[src/arto_map.svh]
// register map, field positions, reset values and counts of the timer
`ifndef ARTO_MAP_SVH
`define ARTO_MAP_SVH
`define ARTO_OFF_CTRL 8'h00
`define ARTO_OFF_CNT_LO 8'h04
`define ARTO_OFF_CNT_HI 8'h08
`define ARTO_OFF_RL_LO 8'h0c
`define ARTO_OFF_RL_HI 8'h10
`define ARTO_OFF_AUX 8'h14
`define ARTO_OFF_STAT 8'h18
`define ARTO_CTRL_FH 7
`define ARTO_CTRL_FL 6
`define ARTO_CTRL_LEN 5
`define ARTO_CTRL_CEN 4
`define ARTO_CTRL_SPLIT 3
`define ARTO_CTRL_RUN 2
`define ARTO_CTRL_XCLK_HI 1
`define ARTO_CTRL_XCLK_LO 0
`define ARTO_AUX_IE 0
`define ARTO_AUX_SYSH 1
`define ARTO_AUX_SYSL 2
`define ARTO_AUX_LFO1 3
`define ARTO_STAT_SYNC 0
`define ARTO_STAT_SUSP 1
`define ARTO_XCLK_SYS12 2'h0
`define ARTO_XCLK_EXT8 2'h1
`define ARTO_XCLK_RSVD 2'h2
`define ARTO_XCLK_LFO8 2'h3
`define ARTO_BYTE_RST 8'h00
`define ARTO_BYTE_MAX 8'hff
`define ARTO_SYNC_LAST 2'h2
`define ARTO_DIV_SYS 12
`define ARTO_DIV_OSC 8
`endif

[src/arto_pkg.sv]
// state types of the auto-reload timer
package arto_pkg;
  typedef struct packed {
    logic [1:0] ext_sy;
    logic [1:0] lfo_sy;
    logic ext_d;
    logic lfo_d;
    logic [3:0] sys_cnt;
    logic [3:0] ext_cnt;
    logic [3:0] lfo_cnt;
    logic tick_sys12;
    logic tick_ext8;
    logic tick_lfo8;
    logic lfo_fall;
  } arto_tick_state_t;

  typedef struct packed {
    logic fh, fl, len, cen, split, run;
    logic [1:0] xclk;
    logic ie, sysh, sysl, lfo_div1;
    logic [7:0] cnt_lo, cnt_hi, rl_lo, rl_hi;
    logic sync_pend;
    logic [1:0] sync_cnt;
    logic susp_d, woke;
    logic [31:0] prdata;
    logic pready, pslverr, irq, wake;
  } arto_state_t;
endpackage

[src/arto_tick_if.sv]
// timer clock ticks passed from the tick generator to the counter
`timescale 1ns/1ps
interface arto_tick_if;
  logic tick_sys12;
  logic tick_ext8;
  logic tick_lfo8;
  logic lfo_fall;
  modport src (
    output tick_sys12,
    output tick_ext8,
    output tick_lfo8,
    output lfo_fall
  );
  modport dst (
    input tick_sys12,
    input tick_ext8,
    input tick_lfo8,
    input lfo_fall
  );
endinterface

[src/arto_tick_gen.sv]
// synchronises the slow clocks and divides them into one-cycle ticks
`timescale 1ns/1ps
`include "arto_map.svh"
module arto_tick_gen import arto_pkg::*; #(
  parameter int SYS_DIV = `ARTO_DIV_SYS,
  parameter int OSC_DIV = `ARTO_DIV_OSC
) (
  input wire logic pclk,
  input wire logic presetn,
  input wire logic ext_osc_clk,
  input wire logic low_freq_oscillator,
  arto_tick_if.src tk
);
  arto_tick_state_t s_r, s_nxt;
  logic ext_rise, lfo_rise;

  // edges are taken from the second stage only
  assign ext_rise = s_r.ext_sy[1] & ~s_r.ext_d;
  assign lfo_rise = s_r.lfo_sy[1] & ~s_r.lfo_d;

  always_comb
  begin
    s_nxt = s_r;
    s_nxt.ext_sy = {s_r.ext_sy[0], ext_osc_clk};
    s_nxt.lfo_sy = {s_r.lfo_sy[0], low_freq_oscillator};
    s_nxt.ext_d = s_r.ext_sy[1];
    s_nxt.lfo_d = s_r.lfo_sy[1];
    s_nxt.lfo_fall = s_r.lfo_d & ~s_r.lfo_sy[1];
    s_nxt.tick_sys12 = (s_r.sys_cnt == 4'(SYS_DIV - 1));
    s_nxt.sys_cnt = s_nxt.tick_sys12 ? 4'h0 : s_r.sys_cnt + 4'h1;
    s_nxt.tick_ext8 = ext_rise && (s_r.ext_cnt == 4'(OSC_DIV - 1));
    s_nxt.tick_lfo8 = lfo_rise && (s_r.lfo_cnt == 4'(OSC_DIV - 1));
    if (ext_rise)
      s_nxt.ext_cnt = s_nxt.tick_ext8 ? 4'h0 : s_r.ext_cnt + 4'h1;
    if (lfo_rise)
      s_nxt.lfo_cnt = s_nxt.tick_lfo8 ? 4'h0 : s_r.lfo_cnt + 4'h1;
  end

  always_ff @(posedge pclk or negedge presetn)
  begin
    if (!presetn)
      s_r <= '0;
    else
      s_r <= s_nxt;
  end

  assign tk.tick_sys12 = s_r.tick_sys12;
  assign tk.tick_ext8 = s_r.tick_ext8;
  assign tk.tick_lfo8 = s_r.tick_lfo8;
  assign tk.lfo_fall = s_r.lfo_fall;
endmodule // arto_tick_gen

[src/arto_timer.sv]
// auto-reload timer with split mode, oscillator capture and apb registers
//
// Our own choices: the APB slave port and the placing of the registers.
`timescale 1ns/1ps
`include "arto_map.svh"
module arto_timer import arto_pkg::*; #(
  parameter int SYS_DIV = `ARTO_DIV_SYS,
  parameter int OSC_DIV = `ARTO_DIV_OSC
) (
  input wire logic pclk,
  input wire logic presetn,
  input wire logic psel,
  input wire logic penable,
  input wire logic pwrite,
  input wire logic [7:0] paddr,
  input wire logic [31:0] pwdata,
  output logic [31:0] prdata,
  output logic pready,
  output logic pslverr,
  input wire logic ext_osc_clk,
  input wire logic low_freq_oscillator,
  input wire logic suspend,
  output logic irq_req,
  output logic wake_req,
  output logic sync_pending_status
);
  arto_tick_if tk ();
  arto_state_t s_r, s_nxt;

  arto_tick_gen #(
    .SYS_DIV(SYS_DIV),
    .OSC_DIV(OSC_DIV)
  ) u_tick (
    .pclk(pclk),
    .presetn(presetn),
    .ext_osc_clk(ext_osc_clk),
    .low_freq_oscillator(low_freq_oscillator),
    .tk(tk.src)
  );

  // the low-frequency oscillator/8 source is dead unless its divider is one
  function automatic logic pick_tick(
    input logic sys_sel,
    input logic [1:0] xclk,
    input logic lfo_ok,
    input logic t12,
    input logic te8,
    input logic tl8
  );
    logic t;
    t = 1'b0;
    if (sys_sel)
      t = 1'b1;
    else
    begin
      unique case (xclk)
        `ARTO_XCLK_SYS12: t = t12;
        `ARTO_XCLK_EXT8: t = te8;
        `ARTO_XCLK_RSVD: t = 1'b0;
        `ARTO_XCLK_LFO8: t = tl8 & lfo_ok;
      endcase
    end
    return t;
  endfunction

  logic tick_lo, tick_hi;
  logic setup, access, wr, rd;

  // 16-bit mode and capture use the low byte's clock choice
  assign tick_lo = pick_tick(s_r.sysl, s_r.xclk, s_r.lfo_div1,
    tk.tick_sys12, tk.tick_ext8, tk.tick_lfo8);
  assign tick_hi = pick_tick(s_r.sysh, s_r.xclk, s_r.lfo_div1,
    tk.tick_sys12, tk.tick_ext8, tk.tick_lfo8);
  assign setup = psel & ~penable;
  assign access = psel & penable & s_r.pready;
  assign wr = access & pwrite;
  assign rd = setup & ~pwrite;

  always_comb
  begin
    logic set_fh, set_fl, ovf, run_lo, run_hi;
    logic [15:0] cnt16;
    logic [7:0] rdb;
    logic hit;
    set_fh = 1'b0;
    set_fl = 1'b0;
    ovf = 1'b0;
    run_lo = 1'b0;
    run_hi = 1'b0;
    cnt16 = {s_r.cnt_hi, s_r.cnt_lo};
    rdb = `ARTO_BYTE_RST;
    hit = 1'b1;
    s_nxt = s_r;

    // counting; the same synchronised ticks serve in and out of suspend
    if (!s_r.split)
    begin
      run_lo = s_r.run;
      if (run_lo && tick_lo)
      begin
        if (s_r.cnt_lo == `ARTO_BYTE_MAX)
          set_fl = 1'b1;
        if (cnt16 == {`ARTO_BYTE_MAX, `ARTO_BYTE_MAX})
        begin
          ovf = 1'b1;
          if (s_r.cen)
          begin
            // capture mode free-runs: a reload would spoil the measurement
            s_nxt.cnt_lo = `ARTO_BYTE_RST;
            s_nxt.cnt_hi = `ARTO_BYTE_RST;
          end
          else
          begin
            s_nxt.cnt_lo = s_r.rl_lo;
            s_nxt.cnt_hi = s_r.rl_hi;
            set_fh = 1'b1;
          end
        end
        else
        begin
          cnt16 = cnt16 + 16'h0001;
          s_nxt.cnt_lo = cnt16[7:0];
          s_nxt.cnt_hi = cnt16[15:8];
        end
      end
    end
    else
    begin
      run_lo = 1'b1;
      run_hi = s_r.run;
      if (run_lo && tick_lo)
      begin
        if (s_r.cnt_lo == `ARTO_BYTE_MAX)
        begin
          s_nxt.cnt_lo = s_r.rl_lo;
          set_fl = 1'b1;
          ovf = 1'b1;
        end
        else
          s_nxt.cnt_lo = s_r.cnt_lo + 8'h01;
      end
      if (run_hi && tick_hi)
      begin
        if (s_r.cnt_hi == `ARTO_BYTE_MAX)
        begin
          s_nxt.cnt_hi = s_r.rl_hi;
          set_fh = 1'b1;
          ovf = 1'b1;
        end
        else
          s_nxt.cnt_hi = s_r.cnt_hi + 8'h01;
      end
    end

    // apb: registered ready gives one access cycle, no wait states
    s_nxt.pready = 1'b0;
    if (setup)
    begin
      s_nxt.pready = 1'b1;
      unique case (paddr)
        `ARTO_OFF_CTRL:
          rdb = {s_r.fh, s_r.fl, s_r.len, s_r.cen,
                 s_r.split, s_r.run, s_r.xclk};
        `ARTO_OFF_CNT_LO: rdb = s_r.cnt_lo;
        `ARTO_OFF_CNT_HI: rdb = s_r.cnt_hi;
        `ARTO_OFF_RL_LO: rdb = s_r.rl_lo;
        `ARTO_OFF_RL_HI: rdb = s_r.rl_hi;
        `ARTO_OFF_AUX:
        begin
          rdb = `ARTO_BYTE_RST;
          rdb[`ARTO_AUX_IE] = s_r.ie;
          rdb[`ARTO_AUX_SYSH] = s_r.sysh;
          rdb[`ARTO_AUX_SYSL] = s_r.sysl;
          rdb[`ARTO_AUX_LFO1] = s_r.lfo_div1;
        end
        `ARTO_OFF_STAT:
        begin
          rdb = `ARTO_BYTE_RST;
          rdb[`ARTO_STAT_SYNC] = s_r.sync_pend;
          rdb[`ARTO_STAT_SUSP] = s_r.susp_d;
        end
        default: hit = 1'b0;
      endcase
      s_nxt.pslverr = ~hit;
      s_nxt.prdata = rd ? {24'h000000, rdb} : 32'h00000000;
    end
    else
    begin
      s_nxt.pslverr = 1'b0;
      s_nxt.prdata = 32'h00000000;
    end

    // a write to a count byte wins over a tick in the same cycle
    if (wr)
    begin
      unique case (paddr)
        `ARTO_OFF_CTRL:
        begin
          s_nxt.fh = pwdata[`ARTO_CTRL_FH];
          s_nxt.fl = pwdata[`ARTO_CTRL_FL];
          s_nxt.len = pwdata[`ARTO_CTRL_LEN];
          s_nxt.cen = pwdata[`ARTO_CTRL_CEN];
          s_nxt.split = pwdata[`ARTO_CTRL_SPLIT];
          s_nxt.run = pwdata[`ARTO_CTRL_RUN];
          s_nxt.xclk = pwdata[`ARTO_CTRL_XCLK_HI:`ARTO_CTRL_XCLK_LO];
        end
        `ARTO_OFF_CNT_LO: s_nxt.cnt_lo = pwdata[7:0];
        `ARTO_OFF_CNT_HI: s_nxt.cnt_hi = pwdata[7:0];
        `ARTO_OFF_RL_LO: s_nxt.rl_lo = pwdata[7:0];
        `ARTO_OFF_RL_HI: s_nxt.rl_hi = pwdata[7:0];
        `ARTO_OFF_AUX:
        begin
          s_nxt.ie = pwdata[`ARTO_AUX_IE];
          s_nxt.sysh = pwdata[`ARTO_AUX_SYSH];
          s_nxt.sysl = pwdata[`ARTO_AUX_SYSL];
          s_nxt.lfo_div1 = pwdata[`ARTO_AUX_LFO1];
        end
        default: ;
      endcase
    end

    // capture follows the write so a measurement is never lost
    if (s_r.cen && tk.lfo_fall)
    begin
      s_nxt.rl_lo = s_r.cnt_lo;
      s_nxt.rl_hi = s_r.cnt_hi;
      set_fh = 1'b1;
    end

    // hardware sets beat a software clear; nothing here clears a flag
    if (set_fh)
      s_nxt.fh = 1'b1;
    if (set_fl)
      s_nxt.fl = 1'b1;

    // request is a level that follows the sticky fh flag, and fl only while len is set
    s_nxt.irq = s_nxt.ie & (s_nxt.fh | (s_nxt.len & s_nxt.fl));

    // wake and sync-pending tracking
    s_nxt.susp_d = suspend;
    s_nxt.wake = 1'b0;
    if (suspend && ovf)
    begin
      s_nxt.wake = 1'b1;
      s_nxt.woke = 1'b1;
    end
    if (s_r.susp_d && !suspend)
    begin
      s_nxt.woke = 1'b0;
      if (!s_r.woke)
      begin
        s_nxt.sync_pend = 1'b1;
        s_nxt.sync_cnt = 2'h0;
      end
    end
    else if (s_r.sync_pend && tick_lo)
    begin
      if (s_r.sync_cnt == `ARTO_SYNC_LAST)
        s_nxt.sync_pend = 1'b0;
      else
        s_nxt.sync_cnt = s_r.sync_cnt + 2'h1;
    end
  end

  always_ff @(posedge pclk or negedge presetn)
  begin
    if (!presetn)
      s_r <= '0;
    else
      s_r <= s_nxt;
  end

  assign prdata = s_r.prdata;
  assign pready = s_r.pready;
  assign pslverr = s_r.pslverr;
  assign irq_req = s_r.irq;
  assign wake_req = s_r.wake;
  assign sync_pending_status = s_r.sync_pend;
endmodule // arto_timer

[config.mk]
export PLATFORM = sky130hd
export DESIGN_NAME = arto_timer
export DESIGN_NICKNAME = d
export VERILOG_FILES = /design/src/arto_pkg.sv /design/src/arto_tick_if.sv /design/src/arto_tick_gen.sv /design/src/arto_timer.sv
export VERILOG_INCLUDE_DIRS = /design/src
export SDC_FILE = /design/constraint.sdc
export NUM_CORES = 1
export LEC_CHECK = 0
export ABC_CLOCK_PERIOD_IN_PS = 2800
export BUFFER_PORTS_ARGS = -buffer_cell sky130_fd_sc_hd__buf_2
export CAP_MARGIN = 10
export CORE_MARGIN = 2
export CORE_UTILIZATION = 47
export CTS_BUF_LIST = sky130_fd_sc_hd__clkbuf_4
export CTS_CLUSTER_SIZE = 30
export DETAILED_ROUTE_END_ITERATION = 7
export GPL_TIMING_DRIVEN = 1
export PLACE_DENSITY = 0.8
export SYNTH_ARGS = -nofsm -noshare
export SYNTH_HDL_FRONTEND = slang
export SYNTH_HIERARCHICAL = 1
export SYNTH_SLANG_ARGS = --single-unit
[constraint.sdc]
create_clock -name pclk -period 2.8 [get_ports pclk]
set_input_delay 0.42 -clock pclk [delete_from_list [all_inputs] [get_ports pclk]]
set_output_delay 0.42 -clock pclk [all_outputs]
set_load 0.01 [all_outputs]
==> impl_metrics.toml <==
[status]
status = "complete, no violations"

[timing]
finalWorstSetupSlack_ns = 0.400
layout_min_cycle_time_ns = 2.40
hold-worst-slack_ns = 0.0611
tightest_slew_ns = 0.819
fin_crit_sh_pct = 85.7
skew_ns = 0.0365
relSlewSlack_pct = 45.2
maxSlewViolCount = 0
max_freq_mhz = 417
fin_setup_tns_ns = 0
setup_viol = 0
finalHoldViolCount = 0
rsz0062_at_grt = "no"

[route]
routedWlPerCell_um = 21.3
drc = 0
viasPerCell = 6.49
drt_iter0_markers = 622
drt-total-wl_um = 15600
ant_nets = 0
routed-via-count = 4760
dr.pass1.iters = 6

[finish]
fillers = 983
layout_commonest_cell = "dfrtp_1"
diodes = 0
fin_cells = 733
area_delta_synth_final_pct = 6.70
final_nets = 642
drive_above_1_share_pct = 18.5
regArea_um2 = 2080
multiInputGateArea_um2 = 2790
layout_common_cells = "dfrtp_1, nand2_1, buf_2, o21ai_0, nor2_1"
fin_util_pct = 51.6

[critical_path]
rrSetupSlack_ns = 0.40
path_class = "flop to flop"
path_cells = "ha_1 -> nand4b_1 -> nor4_2 -> buf_4 -> a2111oi_0 -> o211a_1 -> o31ai_1"
arrival_ns = 2.75
crit_start = "s_r[58]$_DFF_PN0_"
cp.required_ns = 3.15
critPathMaxStageDelay_ns = 0.60
critPathCaptureType = "flop"
rr_startpoint = "s_r[58]$_DFF_PN0_"
cp_slowest_cell = "dfrtp_1"
startpoint_type = "flop"
path_delay_family = "compound AO/OA/AOI/OAI gates"
crit_fanout = 9
worstRegToRegCells = 7
crit_buf_inv = 1
reg2reg_to = "s_r[60]$_DFF_PN0_"

[floorplanning]
die_w_um = 110
die_area_um2 = 12100
coreArea_um2 = 10900
boundaryPins = 85
num_rows = 38
dieHeight_um = 110
initial_core_util_pct = 48.4

[placed_design]
place.gp.congestion = 1.02
pre_cts_ws_ns = 0.463
dp_hpwl_um = 11200
dp.cells = 716
io_buffers = 36

[min_path]
holdPathEnd = "u_tick/s_nxt[19]$_DFF_PN0_"
hold_class = "primary input to flop"
min_from = "low_freq_oscillator"
worstHoldPathCells = 1

[yosys]
synth_xor_area_share_pct = 0.831
synth.distinct_cells = 86
synth_compound_area_share_pct = 20.8
synthTopCellsByArea = "dfrtp_1, buf_4, mux2i_1, nand2_1, o21ai_0"
yosysTopAreaCellShare_pct = 39.4
syn_area_um2 = 5270
synthMuxAreaShare_pct = 7.98
ys_async_sr_fraction_pct = 100
ys.flop_type = "dfrtp_1"
synth_top_family_by_area = "compound AO/OA/AOI/OAI gates"
ys_seq_area_share_pct = 39.4
syn_area_per_cell_um2 = 9.28
ys_ff_latch = 83
yosysWarnings = 6
synthSimpleGateAreaFrac_pct = 20.3
yosys.area_share.adder_pct = 1.42
synth_top_area_cell = "dfrtp_1"
synth-edff-count = 0
synth_cells = 568

[job]
maxCapViolCount = 0

[cts]
worstSkewPairLatency_ns = 0.47
cts_buffers = 9
cts_tree = "yes"
cts-root-buf = "clkbuf_4"
clockBufferDepth = 2
clock-sinks = 83
h-tree-depth = 3
clkTransAtPathRegs_ns = 0.18
cts_resized = 0

[global_routing]
grt_pass1_wl_um = 24800
antenna_found_initial = 0
overflow = 0
track_usage_pct = 27.5
grt_pass1_vias = 4539
grt_max_degree = 39

[pwr]
vdd_drop_max_uv = 256
leakage_uw = 0.00252
power_density_nw_per_um2 = 461
per-stage QoR:
step | area (µm²) | power [µW]
after floorplan | 5360 | 1660
after global placement | 5450 | 1770
after detailed placement | 5450 | 1810
after CTS | 5620 | 2590
after global routing | 5620 | 2720
final | 5620 | 2590
sequential cells by signal (all words and copies together), names as in the netlist:
signal and count:
u_tick/tk.tick_ext8 1, irq_req 1, u_tick/tk.lfo_fall 1, u_tick/tk.tick_lfo8 1, s_r 48, pready 1
u_tick/s_nxt 4, wake_req 1, prdata 8, sync_pending_status 1, pslverr 1, u_tick/s_r 14
u_tick/tk.tick_sys12 1
synthesized netlist by cell type (3+ instances only):
master,instances
buf_2,12
nand2b_1,6
nor3_1,6
xnor2_1,4
a211oi_1,3
a41oi_1,5
dfrtp_1,83
and3_1,8
a31oi_1,19
nand2_1,66
mux2i_1,27
ha_1,6
nand4_1,10
a21oi_1,16
or3_1,4
a311o_1,3
o2bb2ai_1,5
a211o_1,5
and4_1,4
nor2_1,29
clkbuf_1,22
a221oi_1,3
inv_1,11
mux2_2,11
a22oi_1,15
o211ai_1,9
nor4_1,3
a22o_1,3
nand3_1,16
and2_1,3
o21ai_1,5
buf_4,38
a32oi_1,4
o21ai_0,32
nor2b_1,3
worst max-delay path by stage:
| stage | to | slack [ns] | cells after the start |
|---|---|---|---|
| final | s_r[60]$_DFF_PN0_ | 0.40 | 7 |
| after global routing | s_r[72]$_DFF_PN0_ | 0.23 | 6 |
| after CTS | s_r[60]$_DFF_PN0_ | 0.45 | 7 |
| after detailed placement | s_r[72]$_DFF_PN0_ | 0.46 | 6 |
| after global placement | s_r[72]$_DFF_PN0_ | 0.48 | 6 |
| after floorplan | s_r[72]$_DFF_PN0_ | 0.81 | 6 |
kinds of logic (layout without fill, tap and decap cells):
group,Yosys count,count (layout)
and+or+nand+nor,192,192
AOI/OAI and AO/OA,156,156
muxes,40,40
adders and majority gates,6,6
buffers and inverters,85,87
xor gates and xnor gates,5,5
other,1,24
DFF,83,83
power breakdown:
part	switching (µW)	internal (µW)
registers	103	1280
clock network	498	297
logic	251	160
what timing repair did:
action	4_1_cts	5_1_grt
hold buffers	1	0
buffers inserted	0	0
setup endpoints to repair	0	0
hold endpoints to repair	36	0
per-layer routing:
metal | GRT usage, % | part of all wire, %
met1 | 36.3 | 38
met2 | 42.7 | 46
met3 | 5.39 | 11
met4 | 14.4 | 5.1
met5 | 0 | 0
cell type report:
cell class,instances,area share [%]
timing repair buffer,60,6.72
multi-input combinational,423,49.7
tap,140,3.12
clock inverter,7,1.60
inverter,11,0.734
clock buffer,9,1.20
sequential,83,36.9
No activity file was read; power rests on OpenSTA's default activity.
